## config.mk

```make
export PLATFORM = sky130hd
export DESIGN_NAME = otpcs_store
export DESIGN_NICKNAME = d
export VERILOG_FILES = /design/src/include/otpcs_pkg.sv /design/src/logic/otpcs_store.sv
export SDC_FILE = /design/constraint.sdc
export NUM_CORES = 1
export LEC_CHECK = 0
export BUFFER_PORTS_ARGS = -buffer_cell sky130_fd_sc_hd__buf_2
export CAP_MARGIN = 40
export CORE_ASPECT_RATIO = 1.5
export CORE_MARGIN = 2
export CORE_UTILIZATION = 57
export CTS_BUF_LIST = sky130_fd_sc_hd__clkbuf_8
export DETAILED_ROUTE_END_ITERATION = 6
export PLACE_DENSITY = 0.89
export SYNTH_ARGS = -nofsm -noshare
export SYNTH_HDL_FRONTEND = slang
export SYNTH_SLANG_ARGS = --single-unit
```

## constraint.sdc

```tcl
create_clock -name core_clk_in -period 4.4 [get_ports core_clk_in]
set_input_delay 0 -clock core_clk_in [delete_from_list [all_inputs] [get_ports core_clk_in]]
set_output_delay 0 -clock core_clk_in [all_outputs]
set_load 0.05 [all_outputs]
```

## src/include/otpcs_pkg.sv

```systemverilog
`default_nettype none
package otpcs_pkg;
  // Register indices of the trim, readback and revision words
  localparam logic [4:0] ADDR_RANGE_ONE = 5'h16;
  localparam logic [4:0] ADDR_RANGE_TWO = 5'h17;
  localparam logic [4:0] ADDR_DELTA_1   = 5'h18;
  localparam logic [4:0] ADDR_DELTA_2   = 5'h19;
  localparam logic [4:0] ADDR_DELTA_3   = 5'h1A;
  localparam logic [4:0] ADDR_TC_LOW    = 5'h1B;
  localparam logic [4:0] ADDR_TC_HIGH   = 5'h1C;
  localparam logic [4:0] ADDR_TC_SEL    = 5'h1D;
  localparam logic [4:0] ADDR_READBACK  = 5'h1E;
  localparam logic [4:0] ADDR_REVISION  = 5'h1F;
  // Widths and bit positions
  localparam int FUSE_W   = 40;
  localparam int CFG_W    = 39;
  localparam int WIN_W    = 10;
  localparam int RANGE_W  = 7;
  localparam int NIB_W    = 4;
  localparam int DATA_W   = 8;
  localparam int RD_W     = 10;
  localparam int PAR_BIT  = 8;
  localparam int LOCK_BIT = 39;
  // Fuse operation codes
  localparam logic [1:0] OP_NOP0    = 2'h0;
  localparam logic [1:0] OP_REFRESH = 2'h1;
  localparam logic [1:0] OP_PROGRAM = 2'h2;
  localparam logic [1:0] OP_NOP3    = 2'h3;
  // Operation durations in cycles
  localparam logic [7:0] REFRESH_CYC = 8'h10;
  localparam logic [7:0] PROGRAM_CYC = 8'h40;
  // Revision word field fill
  localparam logic [1:0] REV_TOP_ZERO = 2'h0;
  // Operation sequencer, Gray along idle-refresh-program
  typedef enum logic [1:0] {
    OTPCS_IDLE    = 2'b00,
    OTPCS_REFRESH = 2'b01,
    OTPCS_PROGRAM = 2'b11
  } otpcs_state_t;
endpackage : otpcs_pkg
`default_nettype wire

```

## src/logic/otpcs_store.sv

```systemverilog
// Operation
// [RL1] Bit 8 is odd parity of trim data
// [RL2] Range trims per channel at 0x16, 0x17
// [RL3] Delta trims: channel two upper nibble
// [RL4] Tempco constants, higher number upper nibble
// [RL5] Bit 0 of 0x1D selects tempco use
// [RL6] Reading status clears its latched flags
// [RL7] Revision word, top two bits zero
// [RL8] Mask version 4:3, metal tune 1:0
// [RL9] Variant bit 5, package bit 2
// [RL10] Forty-bit fuse store programmable by host
// [RL11] Fuse contents give power-up configuration
// [RL12] Program once, lock at fuse 39
// [RL13] Fuse bits map fields in fixed order
// [RL14] Refresh presents addressed fuses in readback
// [RL15] Address selects ten-bit fuse window
// [RL16] Op 1 refresh, 2 program, else none
// [RL17] Program writes fields plus lock, if unlocked
// [RL18] Active flag high during any operation
// [RL19] Undervoltage while programming latches failure
// [RL20] Parity follows current trim data
`timescale 1ns/10ps
`default_nettype none
module otpcs_store
  import otpcs_pkg::*;
#(
  parameter logic       SINGLE_VARIANT = 1'b0,  // Arbitrary value
  parameter logic [1:0] MASK_VERSION   = 2'h0,  // Arbitrary value
  parameter logic       PKG_VARIANT    = 1'b0,  // Arbitrary value
  parameter logic [1:0] METAL_TUNE     = 2'h0   // Arbitrary value
) (
  input  wire logic              core_clk_in,             // System clock
  input  wire logic              nrst_in,                 // Sync reset, low
  input  wire logic              reg_rd_in,               // Register read strobe
  input  wire logic [4:0]        reg_addr_in,             // Register index
  input  wire logic [6:0]        chan_one_range_trim_in,  // Factory trim
  input  wire logic [6:0]        chan_two_range_trim_in,  // Factory trim
  input  wire logic [11:0]       chan_one_delta_trim_in,  // D3,D2,D1 nibbles
  input  wire logic [11:0]       chan_two_delta_trim_in,  // D3,D2,D1 nibbles
  input  wire logic [15:0]       tempco_trim_constant_in, // TC3..TC0 nibbles
  input  wire logic              tempco_usage_select_in,  // Tempco version
  input  wire logic [1:0]        fuse_op_in,              // Operation code
  input  wire logic              fuse_op_wr_in,           // Operation write strobe
  input  wire logic [1:0]        fuse_addr_in,            // Readback window
  input  wire logic [CFG_W-1:0]  cfg_fields_in,           // Fuse-mapped fields
  input  wire logic [FUSE_W-1:0] fuse_cells_in,           // Fuse array sense
  input  wire logic              supply_uv_in,            // Supply low, async pin
  input  wire logic              status_rd_in,            // Status register read
  output logic [RD_W-1:0]        reg_rdata_out,           // Read data
  output logic                   reg_rvalid_out,          // Read data valid
  output logic [CFG_W-1:0]       fuse_config_out,         // Fuse configuration
  output logic                   fuse_locked_out,         // Lock bit state
  output logic                   fuse_zap_out,            // Program enable
  output logic [FUSE_W-1:0]      fuse_zap_data_out,       // Program pattern
  output logic                   fuse_active_out,         // Operation running
  output logic                   fuse_fail_out            // Latched failure
);

  // Whole state of the block
  // One packed record keeps every flop under a single clocked process
  typedef struct packed {
    otpcs_state_t      st;        // Sequencer state
    logic [7:0]        cnt;       // Operation timer
    logic [FUSE_W-1:0] shadow;    // Sensed fuse copy
    logic [FUSE_W-1:0] zdata;     // Program pattern
    logic [WIN_W-1:0]  window;    // Readback word
    logic              fail;      // Latched failure
    logic [6:0]        rng1;      // Range trim one
    logic [6:0]        rng2;      // Range trim two
    logic [11:0]       dlt1;      // Delta trims one
    logic [11:0]       dlt2;      // Delta trims two
    logic [15:0]       tc;        // Tempco trims
    logic              tcsel;     // Tempco usage
    logic [RD_W-1:0]   rdata;     // Read data
    logic              rvalid;    // Read valid
    logic              uv_s1;     // Sync stage one
    logic              uv_s2;     // Sync stage two
  } otpcs_regs_t;

  otpcs_regs_t r;       // Registered state
  otpcs_regs_t next_r;  // Next state

  // Odd parity over a data byte
  // Ones count plus parity bit is always odd
  function automatic logic odd_par(input logic [DATA_W-1:0] d);
    odd_par = ~(^d);
  endfunction : odd_par

  // Trim word with parity on top
  function automatic logic [RD_W-1:0] trim_word(input logic [DATA_W-1:0] d);
    trim_word = {1'b0, odd_par(d), d};  // RL1 RL20
  endfunction : trim_word

  // Ten-bit fuse window select
  // Window index times ten gives the lowest fuse bit of the slice
  function automatic logic [WIN_W-1:0] fuse_win(input logic [FUSE_W-1:0] f,
                                                input logic [1:0]        a);
    fuse_win = f[a*WIN_W +: WIN_W];  // RL15
  endfunction : fuse_win

  logic [DATA_W-1:0] rev_word;  // Revision word
  logic              start_ok;  // Command can start

  // Revision word assembly
  // Top bits are tied low; the remaining fields come from parameters
  assign rev_word = {REV_TOP_ZERO, SINGLE_VARIANT, MASK_VERSION,  // RL7 RL8 RL9
                     PKG_VARIANT, METAL_TUNE};                    // RL8 RL9
  // A command is taken only while nothing runs
  assign start_ok = (r.st == OTPCS_IDLE) && fuse_op_wr_in;

  // Next-state logic
  // Trim inputs are mirrored one cycle late, so a read always sees
  // a word and its parity taken from the same sample
  // A failure set and a status read in one cycle keep the flag set,
  // so a fault arriving during the read is never lost
  always_comb begin
    // Hold every field unless a branch below moves it
    next_r = r;
    // Two flip-flops tame the asynchronous under-voltage pin;
    // only the second stage feeds any decision
    next_r.uv_s1 = supply_uv_in;
    next_r.uv_s2 = r.uv_s1;
    // Trim mirror tracks inputs each cycle
    // Inputs are levels, so no reset value is needed here
    next_r.rng1  = chan_one_range_trim_in;   // RL2
    next_r.rng2  = chan_two_range_trim_in;   // RL2
    next_r.dlt1  = chan_one_delta_trim_in;   // RL3
    next_r.dlt2  = chan_two_delta_trim_in;   // RL3
    next_r.tc    = tempco_trim_constant_in;  // RL4
    next_r.tcsel = tempco_usage_select_in;   // RL5
    // Failure clear by status read, set wins
    // Set is applied after the clear so it takes priority
    if (status_rd_in) begin
      next_r.fail = 1'b0;  // RL6 RL19
    end
    if ((r.st == OTPCS_PROGRAM) && r.uv_s2) begin
      next_r.fail = 1'b1;  // RL19
    end
    // Operation sequencer
    case (r.st)
      OTPCS_IDLE: begin
        // Commands are only taken here; refused programs stay idle
        if (start_ok && (fuse_op_in == OP_REFRESH)) begin
          next_r.st  = OTPCS_REFRESH;  // RL16
          next_r.cnt = REFRESH_CYC;
        end else if (start_ok && (fuse_op_in == OP_PROGRAM)
                     && !r.shadow[LOCK_BIT]) begin
          next_r.st    = OTPCS_PROGRAM;             // RL16 RL17 RL12
          next_r.cnt   = PROGRAM_CYC;
          next_r.zdata = {1'b1, cfg_fields_in};     // RL17 RL13
        end
      end
      OTPCS_REFRESH: begin
        // Last cycle loads the shadow and the readback window
        if (r.cnt == 8'h01) begin
          next_r.st     = OTPCS_IDLE;
          next_r.cnt    = 8'h00;
          next_r.shadow = fuse_cells_in;                       // RL10
          next_r.window = fuse_win(fuse_cells_in, fuse_addr_in);  // RL14
        end else begin
          next_r.cnt = r.cnt - 8'h01;
        end
      end
      OTPCS_PROGRAM: begin
        // Shadow takes the burnt pattern without a fresh sense
        if (r.cnt == 8'h01) begin
          next_r.st     = OTPCS_IDLE;
          next_r.cnt    = 8'h00;
          next_r.shadow = r.zdata;  // RL10 RL12
        end else begin
          next_r.cnt = r.cnt - 8'h01;
        end
      end
      default: begin
        // Unused code falls back to idle
        next_r.st  = OTPCS_IDLE;
        next_r.cnt = 8'h00;
      end
    endcase
    // Register read port
    // Valid follows the strobe by one cycle; data is zero when idle
    next_r.rvalid = reg_rd_in;
    next_r.rdata  = '0;
    if (reg_rd_in) begin
      case (reg_addr_in)
        ADDR_RANGE_ONE: next_r.rdata = trim_word({1'b0, r.rng1});             // RL2
        ADDR_RANGE_TWO: next_r.rdata = trim_word({1'b0, r.rng2});             // RL2
        ADDR_DELTA_1:   next_r.rdata = trim_word({r.dlt2[3:0], r.dlt1[3:0]});   // RL3
        ADDR_DELTA_2:   next_r.rdata = trim_word({r.dlt2[7:4], r.dlt1[7:4]});   // RL3
        ADDR_DELTA_3:   next_r.rdata = trim_word({r.dlt2[11:8], r.dlt1[11:8]}); // RL3
        ADDR_TC_LOW:    next_r.rdata = trim_word(r.tc[7:0]);                  // RL4
        ADDR_TC_HIGH:   next_r.rdata = trim_word(r.tc[15:8]);                 // RL4
        ADDR_TC_SEL:    next_r.rdata = trim_word({7'h00, r.tcsel});           // RL5
        ADDR_READBACK:  next_r.rdata = r.window;                              // RL14
        ADDR_REVISION:  next_r.rdata = {2'h0, rev_word};                      // RL7
        default:        next_r.rdata = '0;
      endcase
    end
  end

  // State register, boots with a refresh
  // Reset starts a refresh so the fuse contents reach the outputs
  always_ff @(posedge core_clk_in) begin
    if (!nrst_in) begin
      r     <= '0;
      r.st  <= OTPCS_REFRESH;  // RL11
      r.cnt <= REFRESH_CYC;
    end else begin
      r <= next_r;
    end
  end

  // Outputs
  // Zap and active are decoded from the state register, so they
  // stay glitch-free and change only on clock edges
  assign reg_rdata_out     = r.rdata;
  assign reg_rvalid_out    = r.rvalid;
  assign fuse_config_out   = r.shadow[CFG_W-1:0];  // RL11 RL13
  assign fuse_locked_out   = r.shadow[LOCK_BIT];   // RL12
  assign fuse_zap_out      = (r.st == OTPCS_PROGRAM);
  assign fuse_zap_data_out = r.zdata;
  assign fuse_active_out   = (r.st != OTPCS_IDLE); // RL18
  assign fuse_fail_out     = r.fail;
endmodule : otpcs_store
`default_nettype wire

```

==> impl_metrics.csv, run 1 <==
group,metric,value,unit
critical_path,crit_family,"simple AND/OR/NAND/NOR gates",
drt,ant_nets,0,
sta,layout_worst_path_cycle_share,54.44,%
synth,synth_compound_area_share,15.46,%
critical_path,slowest_delay,0.61,ns
synth,synth_area_per_cell,9.090,um^2
finish,final_common_cell,"buf_2",
clock_tree,cts_made_buffers,17,
run_status,status,"finished with violations",
sta,final_hold_viol_count,0,
synth,synth-simple-area-share,20.37,%
sta,rsz0062_at_grt,"no",
clock_tree,cts_sinks,169,
critical_path,critPathLaunchType,"flip-flop",
clock_tree,clk_latency,0.45,ns
floorplan,die_w,99.68,um
finish,layout_common_cells,"buf_2, nand2_1, dfxtp_1",
synth,synth_top_flop_cell,"dfxtp_1",
clock_tree,cts_tree,"yes",
synth,synth_mux_area_share,3.261,%
critical_path,cp_max_fo,80,
synth,yosysUniqueCellTypes,50,
global_routing,grt_max_degree,100,
clock_tree,post_cts_buffers,0,
placed_design,gp_congestion,0.9444,
drt,drcViolationCount,5,
finish,area_delta_synth_final,31.24,%
global_routing,grt_pass1_wl,42790,um
synth,synth_xor_area_share,5.915,%
power_and_ir_drop,p_leak,4.823,nW
drt,routedWlPerCell,21.22,um
sta,finClkSkew,0.02212,ns
floorplan,rows,52,
global_routing,grt_pass1_vias,8065,
sta,tightest_slew,0.8713,ns
floorplan,core,13470,um^2
hold_path,hold_end,"fuse_zap_data_out[28]",
run,drv_cap,0,
drt,via_per_inst,5.964,
critical_path,path_buf_inv,2,
critical_path,cp_cell_sequence,"inv_1, ha_1, nor4b_4, nand2_2, nor2_4, buf_4, nand3_1, o211a_1",
run_status,violations,"DRC",
placed_design,portBuffers,242,
hold_path,whs_path_depth,5,
placed_design,hpwl,16110,um
floorplan,dieArea,14700,um^2
clock_tree,cts_max_level,4,
synth,syn_inst,861,
power_and_ir_drop,power.density,368.4,nW/um^2
synth,syn-num-nets,1012,
sta,setup_viol,0,
critical_path,critical_path_class,"reg2reg",
synth,synth_top_family_by_area,"simple AND/OR/NAND/NOR gates",
power_and_ir_drop,peakVddDrop,0.0002614,V
clock_tree,root_buffer,"clkbuf_8",
critical_path,reg2reg_from,"r[160]",
finish,num-nets-final,1288,
critical_path,required,4.73,ns
sta,relSlewSlack,41.85,%
synth,synth_edf_count,0,
synth,netlist_area,7826,um^2
synth,synth_seq_area_share,43.23,%
finish,finish.utilization,76.26,%
global_routing,grt_usage,38.02,%
sta,drv_slew,0,
critical_path,endpoint_kind,"flip-flop",
sta,period_needed,2.395,ns
global_routing,grt.overflow.total,0,
critical_path,reg2regPathDepth,8,
sta,finalSetupTns,0,ns
critical_path,crit_arrival,2.73,ns
drt,postRouteWirelength,27870,um
clock_tree,clockBufferDepth,2,
synth,async_flop_share,0,%
synth,synthAdderAreaFrac,0.3197,%
sta,fmax,0.4175,GHz
critical_path,cpMaxStageDelayCell,"buf_4",
critical_path,r2r-end,"fuse_config_out[28]",
floorplan,fp.dieH,147.5,um
hold_path,min_from,"fuse_op_in[1]",
clock_tree,clkTransAtPathRegs,0.10,ns
floorplan,start_util,58.11,%
synth,yosysWarnings,0,
floorplan,io_pins,243,
finish,layout-drive-gt1-share,26.61,%
drt,first_iter_violations,809,
drt,num_vias,7831,
drt,dr.pass1.iters,7,
clock_tree,cts_resized,0,
global_routing,grt_antenna_before_repair,1,
synth,synth-seq-cells,169,
critical_path,r2r_slack,2.00,ns
hold_path,min_path_type,"in2reg",
area by class of cell:
type,count,area (um^2)
sequential,169,3383
clock inverter,15,135.1
inverter,7,26.28
timing repair buffer,392,2733
antenna,1,2.502
tap,162,202.7
clock buffer,17,234.0
multi-input combinational,550,3555
fill,788,3197
kinds of logic (layout without fill, tap and decap cells):
logic type      after synthesis  in the layout
flops                       169            169
compound gates              149            149
xor+xnor                     52             52
simple gates                334            334
mux                          13             13
buf+inv                     142            431
other cells                   0              1
fa+ha+maj                     2              2
synthesized netlist by cell type (2+ instances only):
| cell type | n | share of area [%] |
|---|---|---|
| o211a_1 | 40 | 5.1 |
| a221oi_1 | 5 | 0.56 |
| mux2i_1 | 3 | 0.38 |
| a22oi_1 | 19 | 1.8 |
| nor3_2 | 4 | 0.51 |
| buf_4 | 89 | 8.5 |
| nand2_1 | 190 | 9.1 |
| inv_2 | 3 | 0.14 |
| nand2b_1 | 2 | 0.16 |
| mux4_2 | 10 | 2.9 |
| nor3_1 | 4 | 0.26 |
| nand3_1 | 44 | 2.8 |
| o2111ai_1 | 2 | 0.22 |
| a31oi_1 | 9 | 0.72 |
| a21oi_1 | 6 | 0.38 |
| a21boi_1 | 50 | 4.8 |
| ha_1 | 2 | 0.32 |
| a22o_1 | 5 | 0.56 |
| o21a_1 | 2 | 0.19 |
| xnor2_1 | 48 | 5.4 |
| inv_1 | 4 | 0.19 |
| o21ai_1 | 3 | 0.19 |
| buf_2 | 17 | 1.1 |
| nor2b_1 | 4 | 0.32 |
| clkbuf_1 | 27 | 1.3 |
| and2_1 | 61 | 4.9 |
| dfxtp_1 | 169 | 43 |
| nor2_1 | 13 | 0.62 |
| xor2_1 | 3 | 0.34 |
| nor3_4 | 3 | 0.62 |
timing repair:
item                                    4_1_cts  5_1_grt
hold buffers                                144        0
endpoints found under the setup margin        0        0
endpoints found under the hold margin       140        0
metrics by stage:
stage	std cells	hold slack [ns]	instance area [um^2]	worst slack (ns)	total power, mW
floorplan	861	0.1273	7826	2.751	2.454
global placement	1134	0.2086	8411	2.375	2.588
detailed placement	1136	0.2096	8458	2.251	2.612
CTS	1312	0.01455	10270	2.150	3.738
global route	1313	0.09370	10270	1.941	3.908
finish	1313	0.06617	10270	2.005	3.784
worst register-to-register path: cells and delay by family (launching register included):
kind | cells | cell delay [ns]
buffers and inverters | 2 | 0.70
flip-flops | 1 | 0.32
AND/OR/NAND/NOR | 4 | 0.86
adder cells (fa/ha/maj) | 1 | 0.17
AO/OA/AOI/OAI | 1 | 0.24
metal layers:
layer	wire, um	GRT usage [%]
met3	2712	8.794
met1	8904	40.13
met4	2616	29.79
met2	13630	64.29
met5	0	0
flip-flops by register name, summed over array words and instances (netlist names):
signal and count:
fuse_locked_out 1, fuse_config_out 39, fuse_fail_out 1, next_r 1, reg_rvalid_out 1, fuse_zap_data_out 40
reg_rdata_out 10, r 76
report_power, final:
part	total, mW	internal (mW)	switching [mW]
Combinational	0.975	0.396	0.579
Sequential	1.76	1.65	0.104
Clock	1.05	0.416	0.635
Total	3.78	2.47	1.32
how the worst max path moves through the flow:
stage	start	to	slack [ns]	cells after the start
after floorplan	r[168]	fuse_config_out[31]	2.75	6
final	r[160]	fuse_config_out[28]	2.00	8
after detailed placement	r[160]	fuse_config_out[35]	2.25	8
after global placement	r[160]	fuse_config_out[9]	2.37	8
after global routing	r[160]	fuse_config_out[28]	1.94	8
after CTS	r[168]	fuse_zap_out	2.15	4
Note: power is estimated with default switching activity, not from simulation.
==> run 2: changes to the inputs <==
- ABC_AREA: default -> 1
- CORE_UTILIZATION: 57 -> 54
- PLACE_DENSITY: 0.89 -> 0.83
- clock period: 4.4 -> 2.21 ns (I/O delays scaled with it)
==> impl_metrics.csv, run 2 <==
group,metric,value,unit
power_and_ir_drop,power.density,678.6,nW/um^2
critical_path,cp_max_fo,36,
sta,drv_slew,0,
clock_tree,cts_sinks,169,
floorplan,die_w,106.7,um
sta,setup_viol,0,
critical_path,startpoint,"r[167]",
global_routing,grt_pass1_vias,9140,
sta,relSlewSlack,51.28,%
synth,ys_top_cells_by_count,"nand2_1, dfxtp_1, inv_1, nor2_1, o21ai_0",
critical_path,reg2reg_from,"r[167]",
synth,synth-seq-cells,169,
finish,largest_reg_flops,76,
global_routing,grt_antenna_before_repair,0,
finish,final_cells,1753,
drt,num_vias,9346,
placed_design,gp_congestion,0.9585,
sta,final_hold_viol_count,0,
critical_path,crit_path_end,"fuse_zap_data_out[21]",
clock_tree,post_cts_buffers,0,
sta,layout_worst_path_cycle_share,91.54,%
drt,routedWlPerCell,16.53,um
floorplan,io_pins,243,
sta,rsz0062_at_grt,"no",
sta,finClkSkew,0.02001,ns
global_routing,grt_pass1_wl,44020,um
critical_path,required,2.58,ns
sta,tightest_slew,0.7263,ns
clock_tree,clockBufferDepth,2,
synth,syn_inst,1259,
sta,fmax,0.4943,GHz
drt,drcViolationCount,2,
run_status,status,"finished with violations",
critical_path,r2r_slack,0.19,ns
floorplan,dieArea,16870,um^2
finish,fillCellCount,1127,
synth,async_flop_share,0,%
finish,finish.utilization,71.92,%
critical_path,crit_arrival,2.40,ns
critical_path,critical_path_class,"reg2reg",
synth,yosysUniqueCellTypes,36,
synth,netlist_area,8548,um^2
drt,postRouteWirelength,28980,um
clock_tree,cts_tree,"yes",
finish,diodes,0,
floorplan,rows,56,
floorplan,start_util,54.95,%
finish,top_register,"r",
clock_tree,clkTransAtPathRegs,0.10,ns
finish,num-nets-final,1688,
global_routing,grt_max_degree,92,
clock_tree,cts_max_level,4,
clock_tree,root_buffer,"clkbuf_8",
synth,synth_edf_count,0,
sta,period_needed,2.023,ns
floorplan,fp.dieH,158.1,um
finish,layout_common_cells,"nand2_1, buf_2, dfxtp_1",
synth,synth_seq_area_share,39.58,%
drt,first_iter_violations,759,
clock_tree,clk_latency,0.47,ns
placed_design,portBuffers,242,
floorplan,core,15550,um^2
placed_design,placed_cells,1562,
synth,synth_top_cell_area_share,39.58,%
synth,netlist_top_cells_area,"dfxtp_1, nand2_1, buf_4",
sta,whs,0.06160,ns
synth,synth.most_common_cell,"nand2_1",
global_routing,grt_usage,33.44,%
synth,synth_area_per_cell,6.790,um^2
critical_path,reg2regPathDepth,8,
drt,via_per_inst,5.331,
finish,layout-drive-gt1-share,19.42,%
synth,synth_top_area_cell,"dfxtp_1",
critical_path,critPathLaunchType,"flip-flop",
power_and_ir_drop,peakVddDrop,0.0005100,V
global_routing,grt.overflow.total,0,
synth,syn-num-nets,1410,
synth,synth_top_flop_cell,"dfxtp_1",
critical_path,endpoint_kind,"flip-flop",
drt,ant_nets,0,
power_and_ir_drop,p_leak,5.749,nW
placed_design,hpwl,17630,um
finish,area_delta_synth_final,30.87,%
finish,final_common_cell,"nand2_1",
clock_tree,cts_made_buffers,17,
run_status,violations,"DRC",
hold_path,min_path_type,"in2reg",
sta,finalSetupTns,0,ns
drt,dr.pass1.iters,7,
critical_path,r2r-end,"fuse_zap_data_out[21]",
run,drv_cap,0,
synth,yosysWarnings,0,
run 2: cell count changes in the layout (fill, tap and decap cells not counted), sizes merged, moves of 35 or more:
cell    delta
nand2    +172
inv      +145
nor2     +130
o21ai    +112
and2      -61
a21boi    -50
o211a     -40
a31oi     +35
run 2: routing by layer:
| metal | up-vias | track usage (%) | part of all wire, % |
|---|---|---|---|
| met2 | 655 | 59.78 | 49 |
| li1 | 4383 | - | - |
| met3 | 183 | 6.134 | 8.4 |
| met1 | 4125 | 34.35 | 34 |
| met4 | 0 | 25.23 | 8.3 |
| met5 | - | 0 | 0 |
run 2: logic make-up (layout without fill, tap and decap cells):
kind of cell	count (synthesis)	in the layout	share of synthesized area, %
xor gates and xnor gates	35	35	3.586
buffers and inverters	302	593	17.68
AOI/OAI and AO/OA	210	210	13.57
and+or+nand+nor	541	541	25.29
adders and majority gates	2	2	0.2927
DFF	169	169	39.58
run 2: worst min path at each step:
stage | startpoint | end | slack, ns | cells after the start
2_1_floorplan | supply_uv_in | next_r[0] | 0.1 | 2
3_3_place_gp | chan_two_delta_trim_in[11] | r[41] | 0.18 | 3
3_5_place_dp | chan_one_delta_trim_in[8] | r[50] | 0.19 | 3
4_1_cts | reg_addr_in[0] | reg_rdata_out[4] | 0.02 | 5
5_1_grt | reg_addr_in[0] | reg_rdata_out[4] | 0.06 | 5
6_report | reg_addr_in[0] | reg_rdata_out[4] | 0.06 | 5
run 2: worst max-delay path, stage by stage, from the launching register on:
cell           delay (ns)
dfxtp_1              0.37
nor2_4               0.20
nand2_2              0.07
inv_2                0.11
nand2_8              0.17
buf_4                0.24
o21ai_0              0.16
dlygate4sd3_1        0.57
nor2_1               0.04
run 2: area by class of cell:
cell class	count	area, um^2	area share [%]
flip-flops and latches	169	3383	30.24
repair buffers	408	2908	25.99
clock inverters	14	152.6	1.364
multi-input cells	788	3667	32.78
well taps	203	254.0	2.270
inverters	153	574.3	5.134
clock buffers	18	247.7	2.215
run 2: report_power, final:
part           internal (mW)  total (mW)  switching (mW)
registers               3.27        3.46           0.186
logic                  0.710        1.87            1.16
clock network          0.977        2.26            1.28
run 2: timing repair:
| item | CTS | global route |
|---|---|---|
| endpoints found under the setup margin | 0 | 3 |
| endpoints found under the hold margin | 140 | 0 |
| hold buffers | 159 | 0 |
| gates resized for setup | 0 | 2 |
run 2: per-stage QoR:
stage | cell area [um^2] | total power, mW | worst slack [ns]
2_1_floorplan | 8548 | 4.771 | 0.6804
6_report | 11190 | 7.592 | 0.1871
4_1_cts | 11170 | 7.504 | 0.1823
5_1_grt | 11190 | 7.902 | 0.05609
3_3_place_gp | 9181 | 5.061 | 0.5405
3_5_place_dp | 9181 | 5.093 | 0.4968
==> run 3: changes to the inputs <==
- SETUP_SLACK_MARGIN: default -> 0.4
- clock period: 2.21 -> 2.3 ns (I/O delays scaled with it)
==> impl_metrics.csv, run 3 (synthesis results as in run 2) <==
group,metric,value,unit
run_status,status,"finished, final reports clean",
finish,diodes,0,
drt,routedWlPerCell,16.25,um
clock_tree,cts_sinks,169,
critical_path,crit_arrival,2.16,ns
global_routing,grt.overflow.total,0,
critical_path,startpoint,"r[167]",
global_routing,busiest_layer,"met2",
clock_tree,post_cts_buffers,0,
placed_design,gp_congestion,0.9785,
hold_path,min_path_type,"in2reg",
floorplan,rows,56,
finish,num-nets-final,1670,
global_routing,grt_pass1_wl,42370,um
power_and_ir_drop,power.density,658.6,nW/um^2
sta,layout_worst_path_cycle_share,77.09,%
clock_tree,cts_made_buffers,17,
critical_path,critPathLaunchType,"flip-flop",
power_and_ir_drop,p_leak,5.679,nW
floorplan,core,15550,um^2
global_routing,met2_usage,59.72,%
finish,fillCellCount,1209,
global_routing,grt_usage,32.07,%
global_routing,globalRouteMet3Util,6.217,%
finish,finish.utilization,70.63,%
clock_tree,clk_latency,0.46,ns
critical_path,reg2regPathDepth,8,
sta,setup_viol,0,
placed_design,hpwl,17670,um
sta,rsz0062_at_grt,"no",
floorplan,die_w,106.7,um
placed_design,placed_cell_area,9156,um^2
critical_path,cp_max_fo,40,
drt,drcViolationCount,0,
floorplan,fp.dieH,158.1,um
finish,layout_common_cells,"nand2_1, buf_2, dfxtp_1",
finish,largest_reg_flops,76,
clock_tree,clkTransAtPathRegs,0.10,ns
drt,postRouteWirelength,28190,um
finish,final_common_cell,"nand2_1",
clock_tree,root_buffer,"clkbuf_8",
global_routing,grt_antenna_before_repair,0,
floorplan,dieArea,16870,um^2
global_routing,use_met1,31.91,%
critical_path,r2r-end,"fuse_zap_data_out[12]",
finish,top_register,"r",
finish,layout-drive-gt1-share,19.71,%
clock_tree,cts_max_level,4,
critical_path,crit_path_end,"fuse_zap_data_out[12]",
critical_path,r2r_slack,0.53,ns
sta,finalSetupTns,0,ns
critical_path,reg2reg_from,"r[167]",
sta,final_hold_viol_count,0,
clock_tree,cts_tree,"yes",
sta,finClkSkew,0.01950,ns
floorplan,io_pins,243,
floorplan,start_util,54.95,%
sta,drv_slew,0,
critical_path,critical_path_class,"reg2reg",
critical_path,endpoint_kind,"flip-flop",
sta,relSlewSlack,65.45,%
sta,tightest_slew,0.5164,ns
finish,fin_area,10990,um^2
sta,period_needed,1.773,ns
drt,first_iter_violations,692,
run,drv_cap,0,
drt,via_per_inst,5.256,
drt,dr.pass1.iters,5,
placed_design,portBuffers,242,
global_routing,grt_max_degree,92,
drt,ant_nets,0,
critical_path,required,2.69,ns
sta,whs,0.07060,ns
sta,fmax,0.5640,GHz
power_and_ir_drop,peakVddDrop,0.0006487,V
global_routing,grt_pass1_vias,8894,
drt,num_vias,9119,
clock_tree,clockBufferDepth,2,
finish,area_delta_synth_final,28.53,%
==> run 3: cell count changes in the layout (fill, tap and decap cells not counted), moves of 2 or more <==
cell,previous run,this run
dlygate4sd3_1,159,140
buf_12,4,2
inv_8,4,1
clkinv_2,0,2
buf_6,0,3
==> run 3: worst min-delay path by stage <==
stage | start | endpoint | slack, ns | cells past startpoint
5_1_grt | reg_rd_in | reg_rvalid_out | 0.07 | 3
2_1_floorplan | supply_uv_in | next_r[0] | 0.1 | 2
4_1_cts | reg_rd_in | reg_rvalid_out | 0.04 | 3
3_5_place_dp | chan_two_delta_trim_in[0] | r[30] | 0.18 | 3
6_report | reg_rd_in | reg_rvalid_out | 0.07 | 3
3_3_place_gp | chan_two_delta_trim_in[11] | r[41] | 0.18 | 3
==> run 3: area by class of cell <==
cell class / instances / area, um^2 / area share [%]
Clock inverter: 15 / 162.7 / 1.480
Timing Repair Buffer: 389 / 2704 / 24.61
Multi-Input combinational cell: 789 / 3671 / 33.41
Tap cell: 203 / 254.0 / 2.312
Sequential cell: 169 / 3383 / 30.79
Clock buffer: 17 / 234.0 / 2.130
Inverter: 153 / 578.1 / 5.261
==> run 3: layer usage <==
layer	part of all wire, %	routed length [um]
met1	35	9909
met2	52	14540
met3	6.7	1882
met4	6.6	1862
met5	0	0
==> run 3: where the power goes <==
| group | switching [mW] | total, mW | leakage [nW] | internal (mW) |
|---|---|---|---|---|
| combinational | 1.11 | 1.77 | 4.09 | 0.660 |
| sequential | 0.175 | 3.32 | 1.38 | 3.14 |
| clock | 1.16 | 2.15 | 0.205 | 0.986 |
==> run 3: critical path, stage by stage, from the launching register on <==
cell     delay (ns)
dfxtp_1        0.37
nor2_4         0.20
nand2_2        0.07
inv_2          0.12
nand2_4        0.20
inv_1          0.13
buf_6          0.30
nor2_1         0.10
nor2_1         0.16
==> run 3: timing repair <==
action / 4_1_cts / 5_1_grt
hold buffers: 140 / 0
endpoints found under the hold margin: 140 / 0
resized for setup: 0 / 6
setup endpoints to repair: 0 / 53
==> run 3: through the flow <==
step	power (mW)	worst slack, ns	std cells
6_report	7.236	0.5270	1735
2_1_floorplan	4.584	0.7704	1259
4_1_cts	7.182	0.4399	1734
5_1_grt	7.541	0.4108	1735
3_5_place_dp	4.892	0.5429	1562
3_3_place_gp	4.857	0.6105	1562
